--- src/logic/cpc_map.svh ---
`ifndef CPC_MAP_SVH
`define CPC_MAP_SVH

// channel count and minimum shared cycle length in bits
`define CPC_NCH 3
`define CPC_BASE_BITS 8

// word-aligned byte addresses of the global registers
`define CPC_A_CTRL 8'h00
`define CPC_A_CYCLE 8'h04
`define CPC_A_POL 8'h08
`define CPC_A_COUNT 8'h0C
`define CPC_A_PIN 8'h10

// channel n sits at CH0 + n * STRIDE, with these offsets inside it
`define CPC_A_CH0 8'h20
`define CPC_CH_STRIDE 8'h10
`define CPC_O_MODE 8'h00
`define CPC_O_LOW 8'h04
`define CPC_O_HIGH 8'h08

// counter_control_register field positions
`define CPC_CTRL_OVF 6
`define CPC_CTRL_RUN 8

// widths of the register fields
`define CPC_MODE_W 9
`define CPC_CYC_W 2

`endif

--- src/logic/cpc_pkg.sv ---
package cpc_pkg;
`include "cpc_map.svh"

    typedef logic [`CPC_NCH-1:0] cpc_chvec_t;

    // channel_mode_register, bit 0 is event_irq_enable
    typedef struct packed {
        logic toggle_enable;
        logic pwm_enable;
        logic comparator_enable;
        logic falling_capture_enable;
        logic rising_capture_enable;
        logic autoreload_select;
        logic match_flag_enable;
        logic overflow_irq_enable;
        logic event_irq_enable;
    } cpc_mode_t;

    typedef struct packed {
        logic [15:0] count;
        logic run;
        cpc_chvec_t flag;
        logic ovf;
        logic [`CPC_CYC_W-1:0] cycle_sel;
        cpc_chvec_t pol;
        cpc_mode_t [`CPC_NCH-1:0] mode;
        logic [`CPC_NCH-1:0][15:0] capcmp;
        logic [`CPC_NCH-1:0][15:0] reload;
        cpc_chvec_t level;
        cpc_chvec_t pin_out;
        logic ack;
        logic [31:0] rdata;
        logic irq;
    } cpc_state_t;

    typedef struct packed {
        cpc_chvec_t s1;
        cpc_chvec_t s2;
        cpc_chvec_t s3;
    } cpc_sync_t;

endpackage : cpc_pkg

--- src/logic/cpc_edge_detect.sv ---
`timescale 1ns/10ps
module cpc_edge_detect (
    // clock and reset
    input wire logic clk,
    input wire logic rst,
    // raw pin levels
    input wire cpc_pkg::cpc_chvec_t pin_in,
    // synchronised level and edges
    output cpc_pkg::cpc_chvec_t level,
    output cpc_pkg::cpc_chvec_t rise,
    output cpc_pkg::cpc_chvec_t fall
);
    import cpc_pkg::*;

    cpc_sync_t state_ff;
    cpc_sync_t nxt_state;

    // s1 only feeds s2; edges compare s2 with its previous value s3
    always_comb begin
        nxt_state = state_ff;
        nxt_state.s1 = pin_in;
        nxt_state.s2 = state_ff.s1;
        nxt_state.s3 = state_ff.s2;
    end

    always_ff @(posedge clk or posedge rst) begin
        if (rst) begin
            state_ff <= '0;
        end else begin
            state_ff <= nxt_state;
        end
    end

    assign level = state_ff.s2;
    assign rise = state_ff.s2 & ~state_ff.s3;
    assign fall = ~state_ff.s2 & state_ff.s3;

endmodule : cpc_edge_detect

--- src/logic/cpc_channel_array.sv ---
// Implementation choices: the Avalon-MM interface to the registers and the register addresses.
`timescale 1ns/10ps
`include "cpc_map.svh"
module cpc_channel_array (
    // clock and reset
    input wire logic clk,
    input wire logic rst,
    // avalon-mm slave
    input wire logic [7:0] address,
    input wire logic read,
    input wire logic write,
    input wire logic [31:0] writedata,
    input wire logic [3:0] byteenable,
    output logic [31:0] readdata,
    output logic waitrequest,
    // channel pins
    input wire cpc_pkg::cpc_chvec_t channel_io_pin_in,
    output cpc_pkg::cpc_chvec_t channel_io_pin_out,
    output cpc_pkg::cpc_chvec_t channel_io_pin_oe,
    // interrupt request
    output logic counter_array_irq
);
    import cpc_pkg::*;

    localparam int N = `CPC_NCH;

    cpc_state_t state_ff;
    cpc_state_t nxt_state;
    cpc_chvec_t pin_level;
    cpc_chvec_t pin_rise;
    cpc_chvec_t pin_fall;
    cpc_chvec_t cap_evt;
    cpc_chvec_t match_evt;
    logic [15:0] cyc_mask;
    logic ovf_evt;
    logic wr_go;
    cpc_chvec_t ev_en_vec;
    cpc_chvec_t ov_en_vec;

    function automatic logic [7:0] ch_addr(input int n, input logic [7:0] off);
        ch_addr = 8'(`CPC_A_CH0 + n * `CPC_CH_STRIDE + off);
    endfunction : ch_addr

    function automatic logic [31:0] be_merge(input logic [31:0] old_v, input logic [31:0] new_v,
                                             input logic [3:0] be);
        be_merge = old_v;
        for (int b = 0; b < 4; b++) begin
            if (be[b]) begin
                be_merge[b*8 +: 8] = new_v[b*8 +: 8];
            end
        end
    endfunction : be_merge

    // shared mask of the 8 to 11 bit cycle, used by overflow and by the pwm match; other matches compare all 16 bits
    function automatic logic [15:0] len_mask(input logic [`CPC_CYC_W-1:0] sel);
        len_mask = 16'((17'h00001 << (`CPC_BASE_BITS + int'(sel))) - 17'h00001);
    endfunction : len_mask

    cpc_edge_detect u_edge (
        .clk(clk),
        .rst(rst),
        .pin_in(channel_io_pin_in),
        .level(pin_level),
        .rise(pin_rise),
        .fall(pin_fall)
    );

    assign cyc_mask = len_mask(state_ff.cycle_sel);
    assign ovf_evt = state_ff.run && ((state_ff.count & cyc_mask) == cyc_mask);
    // one wait cycle per access: the request is accepted on the edge where ack is high
    assign wr_go = write && state_ff.ack;

    genvar g;
    generate
        for (g = 0; g < N; g++) begin : g_evt
            // capture uses the synchronised pin only, never the inverted output
            assign cap_evt[g] = !state_ff.mode[g].pwm_enable && !state_ff.mode[g].toggle_enable &&
                ((pin_rise[g] && state_ff.mode[g].rising_capture_enable) ||
                 (pin_fall[g] && state_ff.mode[g].falling_capture_enable));
            assign match_evt[g] = state_ff.run && state_ff.mode[g].comparator_enable &&
                (state_ff.mode[g].pwm_enable ?
                 (((state_ff.count ^ state_ff.capcmp[g]) & cyc_mask) == 16'h0000) :
                 (state_ff.count == state_ff.capcmp[g]));
        end
    endgenerate

    always_comb begin
        logic [31:0] wm;
        logic [31:0] rv;
        cpc_chvec_t ev_en;
        cpc_chvec_t ov_en;
        wm = '0;
        rv = '0;
        ev_en = '0;
        ov_en = '0;
        nxt_state = state_ff;
        nxt_state.ack = (read || write) && !state_ff.ack;
        if (state_ff.run) begin
            nxt_state.count = state_ff.count + 16'h0001;
        end

        // software writes first, so hardware events below win over clears
        if (wr_go) begin
            unique case (address)
                `CPC_A_CTRL: begin
                    wm = be_merge({23'h000000, state_ff.run, 1'b0, state_ff.ovf, 3'h7, 3'h7}, writedata, byteenable);
                    nxt_state.run = wm[`CPC_CTRL_RUN];
                    nxt_state.ovf = state_ff.ovf && wm[`CPC_CTRL_OVF];
                    nxt_state.flag = state_ff.flag & wm[N-1:0];
                end
                `CPC_A_CYCLE: begin
                    wm = be_merge(32'(state_ff.cycle_sel), writedata, byteenable);
                    nxt_state.cycle_sel = wm[`CPC_CYC_W-1:0];
                end
                `CPC_A_POL: begin
                    wm = be_merge(32'(state_ff.pol), writedata, byteenable);
                    nxt_state.pol = wm[N-1:0];
                end
                default: begin
                end
            endcase
        end

        if (ovf_evt) begin
            nxt_state.ovf = 1'b1;
        end

        for (int n = 0; n < N; n++) begin
            if (wr_go && address == ch_addr(n, `CPC_O_MODE)) begin
                wm = be_merge(32'(state_ff.mode[n]), writedata, byteenable);
                nxt_state.mode[n] = cpc_mode_t'(wm[`CPC_MODE_W-1:0]);
            end
            if (wr_go && byteenable[0] && address == ch_addr(n, `CPC_O_LOW)) begin
                if (state_ff.mode[n].autoreload_select) begin
                    nxt_state.reload[n][7:0] = writedata[7:0];
                end else begin
                    nxt_state.capcmp[n][7:0] = writedata[7:0];
                end
                nxt_state.mode[n].comparator_enable = 1'b0;
            end
            if (wr_go && byteenable[0] && address == ch_addr(n, `CPC_O_HIGH)) begin
                if (state_ff.mode[n].autoreload_select) begin
                    nxt_state.reload[n][15:8] = writedata[7:0];
                end else begin
                    nxt_state.capcmp[n][15:8] = writedata[7:0];
                end
                nxt_state.mode[n].comparator_enable = 1'b1;
            end

            // with autoreload_select set, duty cycle changes only at the cycle boundary to avoid glitches
            if (state_ff.mode[n].pwm_enable && ovf_evt) begin
                nxt_state.capcmp[n] = state_ff.reload[n];
            end
            if (cap_evt[n]) begin
                nxt_state.capcmp[n] = state_ff.count;
                nxt_state.flag[n] = 1'b1;
            end
            if (match_evt[n] && state_ff.mode[n].match_flag_enable) begin
                nxt_state.flag[n] = 1'b1;
            end

            if (state_ff.mode[n].pwm_enable) begin
                if (!nxt_state.mode[n].comparator_enable) begin
                    nxt_state.level[n] = 1'b0;
                end else if (match_evt[n]) begin
                    nxt_state.level[n] = 1'b1;
                end else if (ovf_evt) begin
                    nxt_state.level[n] = 1'b0;
                end
            end else if (state_ff.mode[n].toggle_enable && match_evt[n]) begin
                nxt_state.level[n] = !state_ff.level[n];
            end
            // pin follows the new polarity on the same edge as the write
            nxt_state.pin_out[n] = nxt_state.level[n] ^ nxt_state.pol[n];
            ev_en[n] = nxt_state.mode[n].event_irq_enable;
            ov_en[n] = nxt_state.mode[n].overflow_irq_enable;
        end

        nxt_state.irq = (|(nxt_state.flag & ev_en)) || (nxt_state.ovf && (|ov_en));

        // read data is latched on the first cycle and stands on the accepting edge
        unique case (address)
            `CPC_A_CTRL: rv = 32'({state_ff.run, 1'b0, state_ff.ovf, 3'h0, state_ff.flag});
            `CPC_A_CYCLE: rv = 32'(state_ff.cycle_sel);
            `CPC_A_POL: rv = 32'(state_ff.pol);
            `CPC_A_COUNT: rv = 32'(state_ff.count);
            `CPC_A_PIN: rv = 32'(pin_level);
            default: rv = '0;
        endcase
        for (int n = 0; n < N; n++) begin
            if (address == ch_addr(n, `CPC_O_MODE)) begin
                rv = 32'(state_ff.mode[n]);
            end
            if (address == ch_addr(n, `CPC_O_LOW)) begin
                rv = 32'(state_ff.mode[n].autoreload_select ? state_ff.reload[n][7:0] :
                         state_ff.capcmp[n][7:0]);
            end
            if (address == ch_addr(n, `CPC_O_HIGH)) begin
                rv = 32'(state_ff.mode[n].autoreload_select ? state_ff.reload[n][15:8] :
                         state_ff.capcmp[n][15:8]);
            end
        end
        if (read && !state_ff.ack) begin
            nxt_state.rdata = rv;
        end
    end

    always_ff @(posedge clk or posedge rst) begin
        if (rst) begin
            state_ff <= '0;
        end else begin
            state_ff <= nxt_state;
        end
    end

    assign readdata = state_ff.rdata;
    assign waitrequest = (read || write) && !state_ff.ack;
    assign counter_array_irq = state_ff.irq;
    assign channel_io_pin_out = state_ff.pin_out;

    generate
        for (g = 0; g < N; g++) begin : g_oe
            assign channel_io_pin_oe[g] = state_ff.mode[g].pwm_enable || state_ff.mode[g].toggle_enable;
            assign ev_en_vec[g] = state_ff.mode[g].event_irq_enable;
            assign ov_en_vec[g] = state_ff.mode[g].overflow_irq_enable;
        end
    endgenerate

    generate
        for (g = 0; g < N; g++) begin : g_chk

        end
    endgenerate
endmodule : cpc_channel_array

--- config.mk ---
export PLATFORM = sky130hd
export DESIGN_NAME = cpc_channel_array
export DESIGN_NICKNAME = d
export VERILOG_FILES = /design/src/logic/cpc_pkg.sv /design/src/logic/cpc_edge_detect.sv /design/src/logic/cpc_channel_array.sv
export VERILOG_INCLUDE_DIRS = /design/src /design/src/logic
export SDC_FILE = /design/constraint.sdc
export NUM_CORES = 1
export LEC_CHECK = 0
export ABC_AREA = 1
export BUFFER_PORTS_ARGS = -buffer_cell sky130_fd_sc_hd__buf_4
export CORE_ASPECT_RATIO = 1.5
export CORE_MARGIN = 10
export CORE_UTILIZATION = 54
export DETAILED_ROUTE_END_ITERATION = 8
export PLACE_DENSITY = 0.7
export SYNTH_ARGS = -nofsm -noshare
export SYNTH_HDL_FRONTEND = slang
export SYNTH_SLANG_ARGS = --single-unit
--- constraint.sdc ---
create_clock -name clk -period 9.1 [get_ports clk]
set_input_delay 2.73 -clock clk [delete_from_list [all_inputs] [get_ports clk]]
set_output_delay 2.73 -clock clk [all_outputs]
set_load 0.01 [all_outputs]
==> results of run 1 <==
[cell families after synthesis]
logic type | count (synthesis) | synth area share [%]
simple gates | 645 | 26.2
mux | 1 | 0.0921
other cells | 1 | 0.0345
flops | 182 | 41.9
xor+xnor | 42 | 3.39
buf+inv | 280 | 12.1
fa+ha+maj | 2 | 0.230
compound gates | 302 | 16.0
[routing by layer]
metal | up-vias | share of wire, % | wire length, um
met2 | 476 | 46 | 16800
met4 | 0 | 8.0 | 2940
met5 | - | 0 | 0
met3 | 127 | 7.8 | 2880
met1 | 4677 | 39 | 14200
li1 | 4638 | - | -
[per-stage QoR]
| step | hold WS, ns | total power, uW |
|---|---|---|
| final | 0.358 | 1990 |
| after global routing | 0.362 | 2070 |
| after CTS | 0.360 | 1990 |
| after detailed placement | 0.340 | 1310 |
| after global placement | 0.331 | 1310 |
| after floorplan | 0.331 | 1190 |
[power by group through the flow]
| stage | Sequential (uW) | Clock, uW | Combinational, uW |
|---|---|---|---|
| 2_1_floorplan | 900 | 0 | 294 |
| 3_3_place_gp | 985 | 0 | 322 |
| 3_5_place_dp | 985 | 0 | 326 |
| 4_1_cts | 972 | 688 | 327 |
| 5_1_grt | 983 | 721 | 370 |
| 6_report | 982 | 680 | 331 |
[flip-flops by register name (all words and copies together) (netlist names)]
name                flops
channel_io_pin_out      3
u_edge.level            3
ev_en_vec               3
u_edge.nxt_state        3
state_ff              147
readdata               16
ov_en_vec               3
u_edge.state_ff         3
counter_array_irq       1
[final cells by class]
class                           count  share of cell area (%)
Sequential cell                   182                    39.5
Timing Repair Buffer               55                    3.58
Inverter                          176                    5.85
Clock buffer                       19                    3.84
Tap cell                          260                    2.82
Clock inverter                     12                   0.715
Multi-Input combinational cell   1008                    43.7
[worst min path at each step]
| stage | from | to | cells past startpoint |
|---|---|---|---|
| after floorplan | u_edge.nxt_state[3] | u_edge.level[0] | 0 |
| after global placement | u_edge.nxt_state[5] | u_edge.level[2] | 0 |
| after detailed placement | u_edge.nxt_state[3] | u_edge.level[0] | 0 |
| after CTS | u_edge.nxt_state[3] | u_edge.level[0] | 0 |
| after global routing | u_edge.nxt_state[3] | u_edge.level[0] | 0 |
| final | u_edge.nxt_state[4] | u_edge.level[1] | 0 |
[layout by cell type, fill, tap and decap left out, types with 6 or more instances in the layout]
| cell | n |
|---|---|
| dfrtp_1 | 182 |
| buf_4 | 55 |
| inv_1 | 162 |
| nor2_1 | 95 |
| a21oi_1 | 23 |
| nand3_2 | 7 |
| nand4_1 | 17 |
| nand3_1 | 94 |
| nor2_4 | 6 |
| xnor2_1 | 18 |
| xor2_1 | 24 |
| o22ai_1 | 21 |
| o211ai_1 | 44 |
| o31ai_1 | 7 |
| nor3_1 | 12 |
| o21ai_1 | 45 |
| o21ai_0 | 143 |
| nand2_2 | 12 |
| inv_2 | 8 |
| nand2_1 | 381 |
| conb_1 | 16 |
| clkbuf_16 | 17 |
[worst max-delay path: cells and delay by family]
| family | cells | cell delay (ns) |
|---|---|---|
| AND/OR/NAND/NOR | 2 | 0.15 |
| buffers and inverters | 2 | 0.26 |
==> impl_metrics.toml, run 1 <==
[cts]
clk_pin_slew_worst_paths_ns = 0.06
post_cts_resized = 0
cts_root_buffer = "clkbuf_16"
cts_tree = "yes"
cts-hold-fix-buffers = 0
h-tree-depth = 4
numCtsBuffers = 17
post_cts_buffers = 0
clock-sinks = 182
cts_max_path_buffers = 2
clk_latency_ns = 0.45

[detailed_routing]
final_antenna_net_count = 0
drtIter0Drc = 1287
vias = 9918
wl_per_cell_um = 21.5
viasPerCell = 5.79
finalWirelength_mm = 36.9
drt_first_pass_iters = 8
drc = 0

[power]
power_density_nw_per_um2 = 173
ir_worst_vdd_mv = 0.114
clkPwrFrac_pct = 34.1
p_comb_share_pct = 16.6
p_int_uw = 1330
cellLeakagePower_uw = 0.00569
seqPwrFrac_pct = 49.3
switchingPower_uw = 664
switching_share_pct = 33.3

[yosys]
syn_inst = 1455
async_flop_share_pct = 100
synth_most_common_cell = "nand2_1"
synth_cell_types = 51
yosys-top-cells-area = "dfrtp_1, nand2_1, o21ai_0"
synth.top_cell.area_share_pct = 41.9
ys_seq_elements = 182
ys_seq_area_share_pct = 41.9
netlist_top_cells_count = "nand2_1, dfrtp_1, inv_1"
synthFlopType = "dfrtp_1"
synth_edf_count = 0
synth.avg_cell_area_um2 = 7.47
yosysWarnings = 0
syn_area_um2 = 10900
synth_area_leader_cell = "dfrtp_1"

[place]
port_buffers = 49
dp_hpwl_mm = 26.9
postPlaceCellArea_um2 = 11000
dp_slack_ns = 3.23
placedCellCount = 1681
gp_congestion = 1.03

[cells_and_area]
layout.nets = 1493
finalNonFillerCells = 1712
num_antenna_cells = 0
fin_util_pct = 58.3
multi_input_area_um2 = 5050
drive_gt1_share_pct = 9.78
fillCellCount = 1934
area_growth_pct = 6.24
fin_area_um2 = 11500
final-seq-area_um2 = 4550

[timing]
rsz0062_at_grt = "false"
worst_slew_pin_slew_ns = 1.03
relSlewSlack_pct = 31.0
clock_skew_ns = 0.00892
slew_violations = 0
fmax_ghz = 0.171
fin_ws_ns = 3.24
setup_tns_ns = 0
period_share_pct = 64.4
finalHoldViolations = 0
setup_viol = 0
fin_crit_ns = 5.86

[setup_path]
crit_required_ns = 6.37
cp_cell_sequence = "buf_4 -> nor2_1 -> nor2_1 -> buf_4"
cp_max_fo = 3
endpoint_kind = "output port"
rr_endpoint = "state_ff[134]"
cpPeakStageDelay_ns = 0.14
crit_arrival_ns = 3.13
rrSetupSlack_ns = 6.16
crit_slowest_cell = "buf_4"
crit_type = "input pin to output port"
rr_worst_depth = 11
critPathCapture = "waitrequest"
r2r_start = "state_ff[167]"
cp-startpoint = "write"
critPathLaunchType = "input pin"

[global_route]
antenna_found_initial = 0
met3_usage_pct = 5.96
grt_max_degree = 101
gr-usage-met2_pct = 42.6
grt_pass1_wl_mm = 55.8
busiest_layer = "met2"
use_met1_pct = 34.3
grt_pass1_vias = 9287
grt_usage_pct = 28.1
grt_overflow = 0

[floorplan]
die_w_um = 136
pin_count = 91
die_area_um2 = 26300
core.rowCount = 63
core_area_um2 = 19800
initial_core_util_pct = 54.9
die_h_um = 194

[hold_path]
hold_path.class = "flip-flop to flip-flop"

[flow_run]
maxCapViolations = 0

[run_status]
status = "finished clean"
Power figures use the tool's default switching activity.
==> inputs of run 2 (changes only) <==
PLACE_DENSITY = 0.73   (was 0.7)
clock period = 5.2 ns   (was 9.1 ns; I/O delays follow)
==> impl_metrics.toml, run 2 (synthesized netlist as in run 1, its figures left out) <==
[floorplan]
die_w_um = 136
core_area_um2 = 19800
die_h_um = 194
pin_count = 91
initial_core_util_pct = 54.9
die_area_um2 = 26300
core.rowCount = 63

[setup_path]
crit_type = "input pin to output port"
critical-path-top-delay-family = "buffers and inverters"
critPathLaunchType = "input pin"
rrSetupSlack_ns = 2.24
cp_cell_sequence = "buf_4 -> nor2_1 -> nor2_1 -> buf_4"
rr_endpoint = "state_ff[128]"
endpoint_kind = "output port"
cpPeakStageDelay_ns = 0.14
crit_slowest_cell = "buf_4"
cp-startpoint = "write"
critPathBufInv = 2
cp_max_fo = 3
rr_worst_depth = 11
crit_arrival_ns = 1.97
crit_required_ns = 3.64
r2r_start = "state_ff[166]"

[cts]
numCtsBuffers = 17
cts_max_path_buffers = 2
clock-sinks = 182
clk_pin_slew_worst_paths_ns = 0.06
cts_tree = "yes"
clk_latency_ns = 0.45
h-tree-depth = 4
cts_root_buffer = "clkbuf_16"
post_cts_buffers = 0
post_cts_resized = 0
cts-hold-fix-buffers = 0

[place]
port_buffers = 49
postPlaceCellArea_um2 = 11000
dp_slack_ns = 1.28
dp_hpwl_mm = 26.7
gp_congestion = 1.05

[detailed_routing]
drt_first_pass_iters = 6
vias = 10100
finalWirelength_mm = 37.4
final_antenna_net_count = 0
drtIter0Drc = 1208
wl_per_cell_um = 21.9
drc = 0
viasPerCell = 5.88

[power]
switching_share_pct = 32.8
total_power_uw = 3700
p_int_uw = 2480
ir_worst_vdd_mv = 0.219
cellLeakagePower_uw = 0.00573
power_density_nw_per_um2 = 317
p_comb_share_pct = 16.8
seqPwrFrac_pct = 45.8
switchingPower_uw = 1210
clkPwrFrac_pct = 37.4

[timing]
setup_tns_ns = 0
fin_crit_ns = 3.53
clock_skew_ns = 0.0148
setup_viol = 0
relSlewSlack_pct = 27.5
fmax_ghz = 0.283
fin_ws_ns = 1.67
finalHoldViolations = 0
worst_slew_pin_slew_ns = 1.08
rsz0062_at_grt = "false"
period_share_pct = 67.9
slew_violations = 0

[cells_and_area]
fillCellCount = 1938
drive_gt1_share_pct = 9.91
final_cell_mix = "nand2_1, dfrtp_1, inv_1"
final-seq-area_um2 = 4550
fin_area_um2 = 11600
largest_register = "state_ff"
num_antenna_cells = 0
layout.nets = 1493
largest_register_ffs = 147
multi_input_area_um2 = 5050
area_growth_pct = 7.19
final_common_cell = "nand2_1"

[hold_path]
min_from = "u_edge.nxt_state[5]"
whs_endpoint = "u_edge.level[2]"
hold_path.class = "flip-flop to flip-flop"
whs_path_depth = 0

[global_route]
grt_overflow = 0
antenna_found_initial = 0
grt_usage_pct = 28.3
grt_max_degree = 183
grt_pass1_wl_mm = 56.4
grt_pass1_vias = 9396

[run_status]
status = "finished clean"

[flow_run]
maxCapViolations = 0
==> run 2: layout make-up <==
cell class                 instances  area share, %
clock buffer                      17           3.65
sequential                       182           39.1
multi-input combinational       1008           43.4
tap                              260           2.79
inverter                         176           5.77
clock inverter                    15           1.67
timing repair buffer              55           3.65
==> run 2: worst max-delay path by stage <==
stage | end | cells past startpoint | slack (ns)
after floorplan | channel_io_pin_out[0] | 1 | 1.30
after global placement | channel_io_pin_out[2] | 10 | 1.31
after detailed placement | channel_io_pin_out[2] | 10 | 1.28
after CTS | waitrequest | 4 | 1.67
after global routing | channel_io_pin_out[2] | 10 | 1.59
final | waitrequest | 4 | 1.67
==> run 2: routing by layer <==
| layer | wire length [um] | share of wire (%) | GRT usage, % | up-vias |
|---|---|---|---|---|
| met2 | 16800 | 45 | 43.0 | 558 |
| met1 | 14500 | 39 | 35.5 | 4734 |
| met4 | 3100 | 8.3 | 19.5 | 0 |
| li1 | - | - | - | 4645 |
| met3 | 3040 | 8.1 | 5.03 | 137 |
| met5 | 0 | 0 | 0 | - |
==> run 2: stage by stage <==
step           instances  utilization [%]  hold WS [ns]
2_1_floorplan       1470                -         0.331
3_3_place_gp        1681             55.7         0.332
3_5_place_dp        1681             55.7         0.336
4_1_cts             1713             58.9         0.351
5_1_grt             1713             58.9         0.360
6_report            1713             58.9         0.347
==> run 2: power by group through the flow <==
stage / sequential [uW] / clock, uW / combinational [uW]
finish: 1690 / 1380 / 620
global route: 1690 / 1450 / 683
CTS: 1680 / 1390 / 608
detailed placement: 1710 / 0 / 606
global placement: 1710 / 0 / 594
floorplan: 1580 / 0 / 515
==> run 2: worst reg2reg max path, stage by stage, from the launching register on <==
cell	delay (ns)
dfrtp_1	0.47
or2_1	0.34
ha_1	0.35
o21ai_1	0.12
a211oi_4	0.29
nand2_4	0.17
inv_6	0.27
nand2_4	0.21
nand3_2	0.28
inv_1	0.19
nand2_1	0.09
o21ai_1	0.08
==> inputs of run 3 (changes only) <==
clock period = 2.9 ns   (was 5.2 ns; I/O delays follow)
==> impl_metrics.toml, run 3 (synthesized netlist as in run 1, its figures left out) <==
[setup_path]
crit_arrival_ns = 2.91
crit_required_ns = 3.24
critPathLaunchType = "flip-flop"
endpoint_kind = "flip-flop"
crit_type = "flip-flop to flip-flop"
rrSetupSlack_ns = 0.33
cp_max_fo = 15
r2r_start = "state_ff[166]"
rr_worst_depth = 11
rr_endpoint = "state_ff[130]"

[power]
cellLeakagePower_uw = 0.00600
power_density_nw_per_um2 = 552
ir_worst_vdd_mv = 0.412

[timing]
hold_slack_ns = 0.355
clock_skew_ns = 0.0125
fin_crit_ns = 2.57
fmax_ghz = 0.389
finalHoldViolations = 0
worst_slew_pin_slew_ns = 0.833
rsz0062_at_grt = "false"
relSlewSlack_pct = 44.3
setup_viol = 0
slew_violations = 0
period_share_pct = 88.7

[place]
gp_congestion = 1.03
postPlaceCellArea_um2 = 11500
port_buffers = 49
dp_hpwl_mm = 29.2

[cts]
cts_root_buffer = "clkbuf_16"
cts_max_path_buffers = 2
h-tree-depth = 4
post_cts_resized = 0
clk_latency_ns = 0.45
cts_tree = "yes"
clk_pin_slew_worst_paths_ns = 0.07
post_cts_buffers = 0
cts-hold-fix-buffers = 0
clock-sinks = 182
numCtsBuffers = 17

[detailed_routing]
finalWirelength_mm = 39.3
wl_per_cell_um = 22.2
final_antenna_net_count = 0
vias = 10500
drc = 0
viasPerCell = 5.91
drtIter0Drc = 1323
drt_first_pass_iters = 6

[cells_and_area]
final_cell_mix = "nand2_1, dfrtp_1, inv_1"
drive_gt1_share_pct = 13.3
largest_register = "state_ff"
fin_area_um2 = 12100
num_antenna_cells = 0
fin_util_pct = 61.0
fillCellCount = 1860
layout.nets = 1549
area_growth_pct = 11.1
final_common_cell = "nand2_1"
largest_register_ffs = 147

[global_route]
grt_overflow = 0
grt_pass1_wl_mm = 59.8
grt_max_degree = 63
grt_usage_pct = 30.0
antenna_found_initial = 1
grt_pass1_vias = 10100

[hold_path]
whs_path_depth = 0
min_from = "u_edge.nxt_state[3]"
hold_path.class = "flip-flop to flip-flop"
whs_endpoint = "u_edge.level[0]"

[flow_run]
maxCapViolations = 0

[floorplan]
pin_count = 91
initial_core_util_pct = 54.9
die_h_um = 194
core_area_um2 = 19800
die_w_um = 136
core.rowCount = 63
die_area_um2 = 26300

[run_status]
status = "finished clean"
run 3: cell types whose count changed in the layout (fill, tap and decap cells not counted):
cell       delta
buf_4        +54
clkinv_2      +2
bufinv_16     -1
clkinv_4      -1
buf_12        +2
clkbuf_8      +4
inv_8         -3
inv_6         -1
run 3: area by class of cell:
| type | count | area, um2 | area share, % |
|---|---|---|---|
| clock buffers | 21 | 480 | 3.98 |
| clock inverters | 11 | 123 | 1.02 |
| inverters | 176 | 672 | 5.56 |
| multi-input cells | 1008 | 5050 | 41.8 |
| flip-flops and latches | 182 | 4550 | 37.7 |
| well taps | 260 | 325 | 2.69 |
| repair buffers | 111 | 871 | 7.21 |
run 3: metrics by stage:
stage	std cells	total power [uW]	setup WS, ns	TNS (ns)
6_report	1769	6670	0.329	0
3_3_place_gp	1737	4230	0.240	0
2_1_floorplan	1470	3750	-0.307	-55.79
3_5_place_dp	1737	4250	0.192	0
5_1_grt	1769	6890	0.239	0
4_1_cts	1769	6640	0.371	0
run 3: critical path: stages, from the launching register on:
cell and delay (ns):
dfrtp_1 0.38, or2_1 0.25, ha_1 0.36, o21ai_1 0.14, a211oi_4 0.26, nand2_4 0.16
inv_6 0.17, nand2_4 0.17, nand3_2 0.25, inv_1 0.18, nand2_1 0.10, o21ai_1 0.06
run 3: where the power goes:
| part | switching [uW] | internal, uW | total [uW] | leakage, uW |
|---|---|---|---|---|
| combinational | 947 | 443 | 1390 | 0.00336 |
| clock | 1050 | 1360 | 2410 | 0.000287 |
| sequential | 158 | 2710 | 2870 | 0.00236 |
run 3: how the worst max path moves through the flow:
stage                  start               endpoint  slack (ns)  cells after the start
2_1_floorplan            rst  channel_io_pin_out[0]       -0.31                      1
3_3_place_gp      address[1]      counter_array_irq        0.24                     11
3_5_place_dp      address[1]            readdata[8]        0.19                     10
4_1_cts        state_ff[166]          state_ff[130]        0.37                     11
5_1_grt        state_ff[167]          state_ff[131]        0.24                     11
6_report       state_ff[166]          state_ff[130]        0.33                     11
run 3: metal layers:
| layer | GRT usage, % | wire length [um] | up-vias |
|---|---|---|---|
| li1 | - | - | 4755 |
| met2 | 47.0 | 18200 | 579 |
| met4 | 20.3 | 2950 | 2 |
| met3 | 5.34 | 3430 | 139 |
| met1 | 36.4 | 14700 | 4986 |
| met5 | 0 | 18 | - |
